--- config.mk ---
export PLATFORM = sky130hd
export DESIGN_NAME = adc_result_limit_monitor
export DESIGN_NICKNAME = d
export VERILOG_FILES = /design/src/shared/monitor_pkg.sv /design/src/shared/monitor_if.sv /design/src/verilog/glitch_filter.sv /design/src/verilog/limit_checker.sv /design/src/verilog/adc_result_limit_monitor.sv
export SDC_FILE = /design/constraint.sdc
export NUM_CORES = 2
export LEC_CHECK = 0
export ABC_AREA = 1
export BUFFER_PORTS_ARGS = -buffer_cell sky130_fd_sc_hd__buf_2
export CORE_ASPECT_RATIO = 0.8
export CORE_MARGIN = 2
export CORE_UTILIZATION = 50
export CTS_BUF_LIST = sky130_fd_sc_hd__clkbuf_8
export DETAILED_ROUTE_END_ITERATION = 16
export PLACE_DENSITY = 0.76
export SKIP_LAST_GASP = 1
export SLEW_MARGIN = 0
export SYNTH_ARGS = -nofsm -noshare
export SYNTH_HDL_FRONTEND = slang
export SYNTH_SLANG_ARGS = --single-unit
--- constraint.sdc ---
create_clock -name MCLK_IN -period 5.3 [get_ports MCLK_IN]
set_input_delay 0 -clock MCLK_IN [delete_from_list [all_inputs] [get_ports MCLK_IN]]
set_output_delay 0 -clock MCLK_IN [all_outputs]
set_load 0.01 [all_outputs]
--- src/shared/monitor_pkg.sv ---
// constants, register map and state codes of the result and limit monitor
package monitor_pkg;
  // ----------------------------------------
  // register pointers
  // ----------------------------------------
  localparam logic [7:0] PTR_CMD = 8'h00;
  localparam logic [7:0] PTR_VRES = 8'h01;
  localparam logic [7:0] PTR_TRES = 8'h02;
  localparam logic [7:0] PTR_TAVG = 8'h03;
  localparam logic [7:0] PTR_LIM_BASE = 8'h04;
  localparam int LIM_STRIDE = 3;
  localparam int NUM_CH = 9;
  // ----------------------------------------
  // command register fields
  // ----------------------------------------
  localparam int CMD_AUTO = 0;
  localparam int CMD_RST = 1;
  localparam int CMD_CLR = 2;
  localparam int CMD_POL = 3;
  localparam int CMD_EXTREF = 4;
  localparam int CMD_QUIET = 5;
  localparam int CMD_SEL_LSB = 7;
  localparam logic [15:0] CMD_RESET = 16'h0000;
  // ----------------------------------------
  // channel tags and reset values
  // ----------------------------------------
  localparam logic [3:0] TAG_TEMP = 4'h8;
  localparam logic [3:0] TAG_TAVG = 4'h9;
  localparam logic [11:0] VUP_RESET = 12'hfff;
  localparam logic [11:0] VLO_RESET = 12'h000;
  localparam logic [11:0] TUP_RESET = 12'h7ff;
  localparam logic [11:0] TLO_RESET = 12'h800;
  localparam logic [11:0] HYS_RESET = 12'h000;
  localparam logic [15:0] RES_RESET = 16'h0000;
  localparam int AVG_SHIFT = 3;
  // slave address, arbitrary value
  localparam logic [6:0] DEV_ADDR = 7'h2f;
  // ----------------------------------------
  // timing
  // ----------------------------------------
  localparam int CLK_NS = 10;
  localparam int GLITCH_NS = 50;
  localparam int GLITCH_CYC = (GLITCH_NS + CLK_NS - 1) / CLK_NS;
  localparam int TEMP_PERIOD_US = 5000;
  localparam int TEMP_CYC = (TEMP_PERIOD_US * 1000) / CLK_NS;
  // ----------------------------------------
  // serial slave states
  // ----------------------------------------
  typedef enum logic [5:0] {
    ST_IDLE = 6'b000001,
    ST_ADDR = 6'b000010,
    ST_PTR = 6'b000100,
    ST_WHI = 6'b001000,
    ST_WLO = 6'b010000,
    ST_READ = 6'b100000
  } bus_state_t;
endpackage

--- src/shared/monitor_if.sv ---
// conversion results, limits and alarm flags between monitor modules
`timescale 1ns/1ns
interface monitor_if;
  logic conv_valid;
  logic [3:0] conv_tag;
  logic [11:0] conv_data;
  logic [8:0][11:0] upper;
  logic [8:0][11:0] lower;
  logic [8:0][11:0] hyst;
  logic clear;
  logic [8:0] alarm;
  modport regs (output conv_valid, conv_tag, conv_data, upper, lower, hyst, clear,
    input alarm);
  modport check (input conv_valid, conv_tag, conv_data, upper, lower, hyst, clear,
    output alarm);
endinterface

--- src/verilog/glitch_filter.sv ---
// two-stage synchroniser and short-pulse rejection for the serial pins
`timescale 1ns/1ns
module glitch_filter (
  // clock and reset
  input wire logic clk_in,
  input wire logic rst_in,
  // raw and filtered pins
  input wire logic [1:0] raw_in,
  output logic [1:0] clean_out
);
  localparam logic [3:0] LAST = 4'(monitor_pkg::GLITCH_CYC - 1);

  genvar i;
  generate
    for (i = 0; i < 2; i++) begin : g_pin
      logic meta_q;
      logic sync_q;
      logic [3:0] cnt_q;
      // synchroniser, first stage read only by the second
      always_ff @(posedge clk_in) begin
        if (rst_in) begin
          meta_q <= 1'b1;
          sync_q <= 1'b1;
        end else begin
          meta_q <= raw_in[i];
          sync_q <= meta_q;
        end
      end
      // new level taken only after it stood the full glitch width
      always_ff @(posedge clk_in) begin
        if (rst_in) begin
          cnt_q <= 4'h0;
          clean_out[i] <= 1'b1;
        end else if (sync_q == clean_out[i]) begin
          cnt_q <= 4'h0;
        end else if (cnt_q == LAST) begin
          cnt_q <= 4'h0;
          clean_out[i] <= sync_q;
        end else begin
          cnt_q <= cnt_q + 4'h1;
        end
      end
    end
  endgenerate
endmodule // glitch_filter

--- src/verilog/limit_checker.sv ---
// per-channel upper and lower limit compare with hysteresis
`timescale 1ns/1ns
module limit_checker (
  // clock and reset
  input wire logic clk_in,
  input wire logic rst_in,
  // results, limits and alarms
  monitor_if.check mon
);
  genvar i;
  generate
    for (i = 0; i < monitor_pkg::NUM_CH; i++) begin : g_ch
      logic hi_q;
      logic lo_q;
      logic signed [13:0] res;
      logic signed [13:0] up;
      logic signed [13:0] lo;
      logic signed [13:0] n;
      logic hit;
      // temperature compares signed, voltages unsigned
      if (i == monitor_pkg::NUM_CH - 1) begin : g_signed
        assign res = 14'(signed'(mon.conv_data));
        assign up = 14'(signed'(mon.upper[i]));
        assign lo = 14'(signed'(mon.lower[i]));
      end else begin : g_unsigned
        assign res = {2'b00, mon.conv_data};
        assign up = {2'b00, mon.upper[i]};
        assign lo = {2'b00, mon.lower[i]};
      end
      assign n = {2'b00, mon.hyst[i]};
      assign hit = mon.conv_valid && (mon.conv_tag == 4'(i));
      // alarm flags, clear bit held high blocks them
      always_ff @(posedge clk_in) begin
        if (rst_in || mon.clear) begin
          hi_q <= 1'b0;
          lo_q <= 1'b0;
        end else if (hit) begin
          if (res > up) begin
            hi_q <= 1'b1;
          end else if (res + n <= up) begin
            hi_q <= 1'b0;
          end
          if (res < lo) begin
            lo_q <= 1'b1;
          end else if (res >= lo + n) begin
            lo_q <= 1'b0;
          end
        end
      end
      assign mon.alarm[i] = hi_q | lo_q;
    end
  endgenerate
endmodule // limit_checker

--- src/verilog/adc_result_limit_monitor.sv ---
// serial register slave, result registers and alarm output of the monitor
`timescale 1ns/1ns
// Operation
// - quiet-sampling bit holds conversion steps during bus traffic; zero at reset.
// - temperature wait has no fixed time; result taken whenever it arrives.
// - pulses on serial pins shorter than 50 ns are ignored.
// - voltage result at pointer 1 is read-only straight binary.
// - results read as two bytes, high byte first then low byte.
// - result word holds channel tag in 15:12 and value in 11:0.
// - tags 0..7 for analog inputs, 8 temperature, 9 average.
// - temperature and average values kept in two's complement.
// - temperature result at pointer 2 is read-only with its tag.
// - temperature conversion requested every 5 ms, result register updated.
// - average at pointer 3 refreshed after every temperature conversion.
// - first average after enabling equals first raw temperature result.
// - nine channels each hold upper, lower and hysteresis twelve-bit registers.
// - upper limit bits 15:12 read zero; controller writes zeros there.
// - voltage upper limits reset full scale, lower limits zero scale.
// - temperature upper limit resets 0x7ff, lower limit 0x800.
// - alarm when a result is strictly above its upper limit.
// - upper alarm releases once result is N codes below limit.
// - clear bit in command register releases alarms regardless of hysteresis.
// - alarm below lower limit, released N codes above it.
// - clear bit erases alarm state; controller must write it back zero.
// - polarity bit one makes alarm active low; zero at reset.
// - hysteresis registers reset to zero.
module adc_result_limit_monitor #(
  parameter int TEMP_CYC = monitor_pkg::TEMP_CYC
) (
  // clock and reset
  input wire logic MCLK_IN,
  input wire logic RST_IN,
  // serial bus pins
  input wire logic SCL_IN,
  input wire logic SDA_IN,
  output logic SDA_OUT,
  output logic SDA_OE_OUT,
  // converter core results
  input wire logic CONV_VALID_IN,
  input wire logic [3:0] CONV_TAG_IN,
  input wire logic [11:0] CONV_DATA_IN,
  // converter core control
  output logic TEMP_REQ_OUT,
  output logic HOLD_TRIALS_OUT,
  output logic [8:0] CHAN_SEL_OUT,
  output logic AUTOCYCLE_OUT,
  output logic EXT_REF_OUT,
  // alarm pin
  output logic ALERT_OUT
);
  // ----------------------------------------
  // declarations
  // ----------------------------------------
  monitor_if mon ();
  logic [1:0] clean;
  logic scl_prev_q;
  logic sda_prev_q;
  logic scl_rise;
  logic scl_fall;
  logic start_cond;
  logic stop_cond;
  monitor_pkg::bus_state_t state_q;
  logic [3:0] bit_cnt_q;
  logic ack_phase_q;
  logic rd_mode_q;
  logic master_nack_q;
  logic [7:0] rx_q;
  logic [7:0] tx_q;
  logic [7:0] ptr_q;
  logic [7:0] wr_hi_q;
  logic [15:0] rd_word_q;
  logic bus_active_q;
  logic wr_stb;
  logic [15:0] wr_data;
  logic [15:0] rd_mux;
  logic [15:0] cmd_q;
  logic soft_rst_q;
  logic rst;
  logic [15:0] vres_q;
  logic [15:0] tres_q;
  logic [15:0] tavg_q;
  logic avg_valid_q;
  logic signed [12:0] avg_diff;
  logic [11:0] avg_next;
  logic [22:0] temp_cnt_q;
  logic [8:0][11:0] upper_q;
  logic [8:0][11:0] lower_q;
  logic [8:0][11:0] hyst_q;

  // command reset clears all registers except the pin filter, edge detect, bus busy flag and serial engine
  assign rst = RST_IN | soft_rst_q;

  // ----------------------------------------
  // pin conditioning
  // ----------------------------------------
  glitch_filter u_filter (
    .clk_in(MCLK_IN),
    .rst_in(RST_IN),
    .raw_in({SCL_IN, SDA_IN}),
    .clean_out(clean)
  );

  // previous filtered levels for edge and condition detect
  always_ff @(posedge MCLK_IN) begin
    if (RST_IN) begin
      scl_prev_q <= 1'b1;
      sda_prev_q <= 1'b1;
    end else begin
      scl_prev_q <= clean[1];
      sda_prev_q <= clean[0];
    end
  end

  assign scl_rise = clean[1] & ~scl_prev_q;
  assign scl_fall = ~clean[1] & scl_prev_q;
  assign start_cond = clean[1] & scl_prev_q & sda_prev_q & ~clean[0];
  assign stop_cond = clean[1] & scl_prev_q & ~sda_prev_q & clean[0];

  // bus busy between start and stop
  always_ff @(posedge MCLK_IN) begin
    if (RST_IN) begin
      bus_active_q <= 1'b0;
    end else if (start_cond) begin
      bus_active_q <= 1'b1;
    end else if (stop_cond) begin
      bus_active_q <= 1'b0;
    end
  end

  // ----------------------------------------
  // serial slave engine
  // ----------------------------------------
  // bits sampled on clock rise, data driven after clock fall
  always_ff @(posedge MCLK_IN) begin
    if (RST_IN) begin
      state_q <= monitor_pkg::ST_IDLE;
      bit_cnt_q <= 4'h0;
      ack_phase_q <= 1'b0;
      rd_mode_q <= 1'b0;
      master_nack_q <= 1'b0;
      rx_q <= 8'h00;
      tx_q <= 8'h00;
      ptr_q <= 8'h00;
      wr_hi_q <= 8'h00;
      rd_word_q <= 16'h0000;
      SDA_OE_OUT <= 1'b0;
    end else if (start_cond) begin
      state_q <= monitor_pkg::ST_ADDR;
      bit_cnt_q <= 4'h0;
      ack_phase_q <= 1'b0;
      SDA_OE_OUT <= 1'b0;
    end else if (stop_cond) begin
      state_q <= monitor_pkg::ST_IDLE;
      ack_phase_q <= 1'b0;
      SDA_OE_OUT <= 1'b0;
    end else if (scl_rise) begin
      if (!ack_phase_q && bit_cnt_q < 4'h8) begin
        rx_q <= {rx_q[6:0], clean[0]};
        bit_cnt_q <= bit_cnt_q + 4'h1;
      end else if (ack_phase_q) begin
        master_nack_q <= clean[0];
      end
    end else if (scl_fall && state_q != monitor_pkg::ST_IDLE) begin
      if (!ack_phase_q && bit_cnt_q == 4'h8) begin
        // byte complete: answer in the ninth bit slot
        ack_phase_q <= 1'b1;
        case (state_q)
          monitor_pkg::ST_ADDR: begin
            if (rx_q[7:1] == monitor_pkg::DEV_ADDR) begin
              SDA_OE_OUT <= 1'b1;
              rd_mode_q <= rx_q[0];
            end else begin
              state_q <= monitor_pkg::ST_IDLE;
            end
          end
          monitor_pkg::ST_PTR: begin
            ptr_q <= rx_q;
            SDA_OE_OUT <= 1'b1;
          end
          monitor_pkg::ST_WHI: begin
            wr_hi_q <= rx_q;
            SDA_OE_OUT <= 1'b1;
          end
          monitor_pkg::ST_WLO: begin
            SDA_OE_OUT <= 1'b1;
          end
          monitor_pkg::ST_READ: begin
            SDA_OE_OUT <= 1'b0;
          end
          default: begin
            SDA_OE_OUT <= 1'b0;
          end
        endcase
      end else if (ack_phase_q) begin
        // ninth slot over: move to next byte
        ack_phase_q <= 1'b0;
        bit_cnt_q <= 4'h0;
        SDA_OE_OUT <= 1'b0;
        case (state_q)
          monitor_pkg::ST_ADDR: begin
            if (rd_mode_q) begin
              state_q <= monitor_pkg::ST_READ;
              rd_word_q <= rd_mux;
              tx_q <= rd_mux[15:8];
              SDA_OE_OUT <= ~rd_mux[15];
            end else begin
              state_q <= monitor_pkg::ST_PTR;
            end
          end
          monitor_pkg::ST_PTR: state_q <= monitor_pkg::ST_WHI;
          monitor_pkg::ST_WHI: state_q <= monitor_pkg::ST_WLO;
          monitor_pkg::ST_WLO: state_q <= monitor_pkg::ST_WHI;
          monitor_pkg::ST_READ: begin
            if (master_nack_q) begin
              state_q <= monitor_pkg::ST_IDLE;
            end else if (rd_mode_q) begin // low byte of the latched word still owed
              tx_q <= rd_word_q[7:0];
              SDA_OE_OUT <= ~rd_word_q[7];
              rd_mode_q <= 1'b0;
            end else begin
              rd_word_q <= rd_mux;
              tx_q <= rd_mux[15:8];
              SDA_OE_OUT <= ~rd_mux[15];
              rd_mode_q <= 1'b1;
            end
          end
          default: state_q <= monitor_pkg::ST_IDLE;
        endcase
      end else if (state_q == monitor_pkg::ST_READ) begin
        // next data bit of the byte
        tx_q <= {tx_q[6:0], 1'b0};
        SDA_OE_OUT <= ~tx_q[6];
      end
    end
  end

  // open-drain data pin only ever pulls low
  always_ff @(posedge MCLK_IN) begin
    SDA_OUT <= 1'b0;
  end

  // second data byte completes a register write
  assign wr_stb = scl_fall && !ack_phase_q && (bit_cnt_q == 4'h8)
    && (state_q == monitor_pkg::ST_WLO);
  assign wr_data = {wr_hi_q, rx_q};

  // ----------------------------------------
  // command register
  // ----------------------------------------
  always_ff @(posedge MCLK_IN) begin
    if (rst) begin
      cmd_q <= monitor_pkg::CMD_RESET;
    end else if (wr_stb && ptr_q == monitor_pkg::PTR_CMD) begin
      cmd_q <= wr_data & ~(16'h0001 << monitor_pkg::CMD_RST);
    end
  end

  // reset bit acts once and reads back as zero
  always_ff @(posedge MCLK_IN) begin
    if (RST_IN) begin
      soft_rst_q <= 1'b0;
    end else begin
      soft_rst_q <= wr_stb && (ptr_q == monitor_pkg::PTR_CMD)
        && wr_data[monitor_pkg::CMD_RST];
    end
  end

  // ----------------------------------------
  // limit and hysteresis registers
  // ----------------------------------------
  genvar c;
  generate
    for (c = 0; c < monitor_pkg::NUM_CH; c++) begin : g_lim
      localparam logic [7:0] BASE = 8'(monitor_pkg::PTR_LIM_BASE
        + monitor_pkg::LIM_STRIDE * c);
      localparam logic [11:0] UP_RST = (c == monitor_pkg::NUM_CH - 1)
        ? monitor_pkg::TUP_RESET : monitor_pkg::VUP_RESET;
      localparam logic [11:0] LO_RST = (c == monitor_pkg::NUM_CH - 1)
        ? monitor_pkg::TLO_RESET : monitor_pkg::VLO_RESET;
      // three writable words per channel, upper nibble dropped
      always_ff @(posedge MCLK_IN) begin
        if (rst) begin
          upper_q[c] <= UP_RST;
          lower_q[c] <= LO_RST;
          hyst_q[c] <= monitor_pkg::HYS_RESET;
        end else if (wr_stb) begin
          if (ptr_q == BASE) begin
            upper_q[c] <= wr_data[11:0];
          end
          if (ptr_q == BASE + 8'h01) begin
            lower_q[c] <= wr_data[11:0];
          end
          if (ptr_q == BASE + 8'h02) begin
            hyst_q[c] <= wr_data[11:0];
          end
        end
      end
    end
  endgenerate

  // ----------------------------------------
  // result registers
  // ----------------------------------------
  // running average, step of one eighth of the error
  assign avg_diff = 13'(signed'(CONV_DATA_IN)) - 13'(signed'(tavg_q[11:0]));
  assign avg_next = tavg_q[11:0] + 12'(avg_diff >>> monitor_pkg::AVG_SHIFT);

  // results of tags 0..8 stored with tag whenever the core delivers one; other tags dropped
  always_ff @(posedge MCLK_IN) begin
    if (rst) begin
      vres_q <= monitor_pkg::RES_RESET;
      tres_q <= monitor_pkg::RES_RESET;
      tavg_q <= monitor_pkg::RES_RESET;
      avg_valid_q <= 1'b0;
    end else if (CONV_VALID_IN) begin
      if (CONV_TAG_IN < monitor_pkg::TAG_TEMP) begin
        vres_q <= {CONV_TAG_IN, CONV_DATA_IN};
      end else if (CONV_TAG_IN == monitor_pkg::TAG_TEMP) begin
        tres_q <= {monitor_pkg::TAG_TEMP, CONV_DATA_IN};
        avg_valid_q <= 1'b1;
        if (avg_valid_q) begin
          tavg_q <= {monitor_pkg::TAG_TAVG, avg_next};
        end else begin
          tavg_q <= {monitor_pkg::TAG_TAVG, CONV_DATA_IN};
        end
      end
    end
  end

  // ----------------------------------------
  // temperature conversion pacing
  // ----------------------------------------
  always_ff @(posedge MCLK_IN) begin
    if (rst) begin
      temp_cnt_q <= 23'h000000;
      TEMP_REQ_OUT <= 1'b0;
    end else if (temp_cnt_q == 23'(TEMP_CYC - 1)) begin
      temp_cnt_q <= 23'h000000;
      TEMP_REQ_OUT <= 1'b1;
    end else begin
      temp_cnt_q <= temp_cnt_q + 23'h000001;
      TEMP_REQ_OUT <= 1'b0;
    end
  end

  // ----------------------------------------
  // read data select
  // ----------------------------------------
  always_comb begin
    rd_mux = 16'h0000;
    case (ptr_q)
      monitor_pkg::PTR_CMD: rd_mux = cmd_q;
      monitor_pkg::PTR_VRES: rd_mux = vres_q;
      monitor_pkg::PTR_TRES: rd_mux = tres_q;
      monitor_pkg::PTR_TAVG: rd_mux = tavg_q;
      default: begin
        for (int k = 0; k < monitor_pkg::NUM_CH; k++) begin
          if (ptr_q == 8'(monitor_pkg::PTR_LIM_BASE + monitor_pkg::LIM_STRIDE * k)) begin
            rd_mux = {4'h0, upper_q[k]};
          end
          if (ptr_q == 8'(monitor_pkg::PTR_LIM_BASE + monitor_pkg::LIM_STRIDE * k + 1)) begin
            rd_mux = {4'h0, lower_q[k]};
          end
          if (ptr_q == 8'(monitor_pkg::PTR_LIM_BASE + monitor_pkg::LIM_STRIDE * k + 2)) begin
            rd_mux = {4'h0, hyst_q[k]};
          end
        end
      end
    endcase
  end

  // ----------------------------------------
  // limit checking
  // ----------------------------------------
  assign mon.conv_valid = CONV_VALID_IN;
  assign mon.conv_tag = CONV_TAG_IN;
  assign mon.conv_data = CONV_DATA_IN;
  assign mon.upper = upper_q;
  assign mon.lower = lower_q;
  assign mon.hyst = hyst_q;
  assign mon.clear = cmd_q[monitor_pkg::CMD_CLR];

  limit_checker u_check (
    .clk_in(MCLK_IN),
    .rst_in(rst),
    .mon(mon.check)
  );

  // ----------------------------------------
  // core control and alarm outputs
  // ----------------------------------------
  always_ff @(posedge MCLK_IN) begin
    if (rst) begin
      HOLD_TRIALS_OUT <= 1'b0;
      ALERT_OUT <= 1'b0;
    end else begin
      HOLD_TRIALS_OUT <= cmd_q[monitor_pkg::CMD_QUIET] & bus_active_q;
      ALERT_OUT <= (|mon.alarm) ^ cmd_q[monitor_pkg::CMD_POL];
    end
  end

  // configuration straight from command register flops
  assign CHAN_SEL_OUT = cmd_q[15:monitor_pkg::CMD_SEL_LSB];
  assign AUTOCYCLE_OUT = cmd_q[monitor_pkg::CMD_AUTO];
  assign EXT_REF_OUT = cmd_q[monitor_pkg::CMD_EXTREF];
endmodule // adc_result_limit_monitor

==> flow_metrics.env <==
export IMPL_busiest_layer="met1"
export IMPL_fp_coreArea_sq_um=76860
export IMPL_fin_nets=6040
export IMPL_design_area_sq_um=42460
export IMPL_syn_area_sq_um=38720
export IMPL_leakagePower_nw=20.04
export IMPL_die_h_um=252.9
export IMPL_cp_arrival_ps=4830
export IMPL_row_count=91
export IMPL_cp_end_kind="flip-flop"
export IMPL_min_path_cells=3
export IMPL_finalSetupViolCount=0
export IMPL_hp_class="in -> reg"
export IMPL_drive_above_1_share_pct=6.616
export IMPL_cts_max_path_buffers=3
export IMPL_start_kind="flip-flop"
export IMPL_clk_latency_ps=750
export IMPL_clk_pin_slew_ps=60
export IMPL_min_period_ps=4174
export IMPL_min_to="tx_q[0]"
export IMPL_max_stage_delay_ps=460
export IMPL_clock_sinks=495
export IMPL_first_iter_violations=4814
export IMPL_worstPathMaxFanout=6
export IMPL_hold_viol_final=0
export IMPL_root_buffer="clkbuf_8"
export IMPL_gp_congestion=1.022
export IMPL_r2r_end="u_check.g_ch[8].hi_q"
export IMPL_multi_input_area_sq_um=25430
export IMPL_gr_usage_met1_pct=46.83
export IMPL_yosys_area_top_type_share_pct=25.59
export IMPL_synth_edf_count=0
export IMPL_crit_top_cell="nand2_1"
export IMPL_p_int_w=0.006340
export IMPL_ys_async_sr_fraction_pct=0
export IMPL_worst_ep_required_time_ps=5960
export IMPL_cap_violations=0
export IMPL_netlist_instances=5274
export IMPL_yosysMostFrequentCell="a21oi_1"
export IMPL_track_usage_pct=33.19
export IMPL_routedWlPerCell_um=21.02
export IMPL_firstDrtPassIters=8
export IMPL_synthesis_nets=5988
export IMPL_fin_skew_ps=50.88
export IMPL_rr_startpoint="hyst_q[97]"
export IMPL_p_sw_share_pct=27.06
export IMPL_worst_pin_slew_ps=1285
export IMPL_synth_warnings=0
export IMPL_yosys_top_cells_count="a21oi_1, nand2_1, inv_1"
export IMPL_ir_drop_mv=0.1684
export IMPL_pin_count=37
export IMPL_cts_made_buffers=86
export IMPL_rr_worst_depth=25
export IMPL_seqPwrFrac_pct=43.1
export IMPL_hold_start="RST_IN"
export IMPL_yosysSeqAreaShare_pct=25.59
export IMPL_antenna_left=0
export IMPL_comb_power_share_pct=9.0
export IMPL_port_buffers=35
export IMPL_synth_area_leaders="dfxtp_1, ha_1, a21oi_1, nand2_1, inv_1"
export IMPL_grt_util_met3_pct=9.345
export IMPL_power_w=0.008693
export IMPL_status="completed"
export IMPL_start_util_pct=50.39
export IMPL_dp_hpwl_um=97170
export IMPL_grt_pass1_wl_um=205000
export IMPL_drc_errors=0
export IMPL_fmax_ghz=0.2396
export IMPL_wl_um=134900
export IMPL_grt_max_degree=134
export IMPL_grt_ovfl_total=0
export IMPL_fin_crit_sh_pct=78.76
export IMPL_cp_slowest_cell="dfxtp_1"
export IMPL_globalRouteMet2Util_pct=46.73
export IMPL_p_sw_w=0.002352
export IMPL_r2r_slack_ps=1130
export IMPL_die_area_sq_um=79700
export IMPL_pre_cts_ws_ps=1185
export IMPL_place_area_sq_um=40130
export IMPL_post_cts_resized=0
export IMPL_path_class="reg -> reg"
export IMPL_cts_htree_levels=3
export IMPL_syn_avg_cell_area_sq_um=7.343
export IMPL_fillers=7188
export IMPL_seq_area_sq_um=9910
export IMPL_netlist_top_cell_by_area="dfxtp_1"
export IMPL_num_antenna_cells=0
export IMPL_slew_viol_final=0
export IMPL_grt_pass1_vias=35230
export IMPL_rsz0062_at_grt="no"
export IMPL_setup_tns_ps=0
export IMPL_synthFlopType="dfxtp_1"
export IMPL_whs_ps=201.5
export IMPL_syn_to_final_growth_pct=9.654
export IMPL_cts_tree="done"
export IMPL_ys_types=65
export IMPL_p_clk_share_pct=47.9
export IMPL_via_per_inst=5.968
export IMPL_p_per_area_nw_per_um2=204.7
export IMPL_relSlewSlack_pct=14.01
export IMPL_setup_ws_ps=1126
export IMPL_die_w_um=315.1
export IMPL_grt_antenna_before_repair=1
export IMPL_synth_seq_cells=495
export IMPL_vias=38310
## flip-flops by register name, indices dropped and copies added, names as in the netlist, 2 cells and up
name and flops:
cmd_q 15, rx_q 8, u_filter.g_pin.cnt_q 8, tx_q 7, mon.upper 108, u_check.g_ch.lo_q 9
state_q 6, u_check.g_ch.hi_q 9, ptr_q 8, lower_q 108, rd_word_q 8, u_filter.g_pin.sync_q 2
tres_q 12, u_filter.clean_out 2, hyst_q 108, u_filter.g_pin.meta_q 2, tavg_q 13, temp_cnt_q 23
bit_cnt_q 4, wr_hi_q 8, vres_q 16
## what timing repair did
| item | 4_1_cts | 5_1_grt |
|---|---|---|
| endpoints found under the setup margin | 0 | 0 |
| hold buffers | 32 | 0 |
| buffers inserted | 0 | 0 |
| hold endpoints to repair | 60 | 0 |
## area by class of cell
type	count	area share (%)
Tap cell	1023	3.014
Timing Repair Buffer	158	2.870
Multi-Input combinational cell	3888	59.88
Inverter	697	6.161
Clock buffer	111	3.598
Clock inverter	47	1.137
Sequential cell	495	23.34
## critical path: cells and delay by family, from the launching register on
family,cells,cell delay [ps]
AOI/OAI and AO/OA,12,1790
and+or+nand+nor,9,960
adders and majority gates,2,630
DFF,1,460
xor gates and xnor gates,2,250
## per-stage QoR
step	utilization [%]	instances
detailed placement	52.22	6229
finish	55.25	6419
global route	55.25	6419
global placement	52.22	6229
floorplan	-	5274
CTS	55.25	6419
## cell families after synthesis
kind of cell	synth area share, %
buffers and inverters	8.804
AO/OA/AOI/OAI	22.36
AND/OR/NAND/NOR	15.88
adder cells (fa/ha/maj)	22.76
XOR/XNOR	4.591
other	0.009684
flip-flops	25.59
## power by group through the flow
| stage | registers (W) | logic, W | clock network (W) |
|---|---|---|---|
| 6_report | 0.00375 | 0.000780 | 0.00417 |
| 5_1_grt | 0.00375 | 0.000863 | 0.00433 |
| 4_1_cts | 0.00375 | 0.000756 | 0.00418 |
| 3_5_place_dp | 0.00383 | 0.000731 | 0 |
| 3_3_place_gp | 0.00383 | 0.000704 | 0 |
| 2_1_floorplan | 0.00383 | 0.000448 | 0 |
## how the worst max path moves through the flow
| stage | from | to | slack [ps] | depth (start not counted) |
|---|---|---|---|---|
| final | hyst_q[97] | u_check.g_ch[8].hi_q | 1130 | 25 |
| after global routing | hyst_q[97] | u_check.g_ch[8].hi_q | 560 | 25 |
| after CTS | hyst_q[97] | u_check.g_ch[8].hi_q | 1160 | 25 |
| after detailed placement | hyst_q[97] | u_check.g_ch[8].hi_q | 1190 | 25 |
| after global placement | hyst_q[97] | u_check.g_ch[8].hi_q | 1330 | 25 |
| after floorplan | hyst_q[97] | u_check.g_ch[8].hi_q | 1690 | 25 |
## metal layers
metal | vias to the layer above | share of wire, %
met1 | 17630 | 43
li1 | 18180 | -
met3 | 380 | 14
met5 | - | 0
met4 | 0 | 4.7
met2 | 2121 | 39
## layout by cell type (no fill, tap or decap), types with 9 or more instances in the layout
cell type,netlist,routed
a211oi_1,26,26
a21boi_0,9,9
a21o_1,36,36
a21oi_1,724,724
a221oi_1,13,13
buf_2,13,34
buf_4,13,89
bufinv_16,0,9
clkbuf_8,0,111
clkinv_2,0,15
dfxtp_1,495,495
dlygate4sd3_1,0,32
fa_1,19,19
ha_1,674,674
inv_1,675,686
inv_2,19,20
nand2_1,692,692
nand3_1,125,124
nand4_1,100,100
nor2_1,399,396
nor2_2,9,11
nor3_1,50,49
nor4_1,12,12
o2111ai_1,11,11
o211ai_1,81,81
o21a_1,11,11
o21ai_0,490,490
o21ai_1,11,11
o21bai_1,65,65
o221ai_1,11,11
or2_2,24,24
xnor2_1,50,50
xor2_1,153,153
No activity file was read; power rests on OpenSTA's default activity.
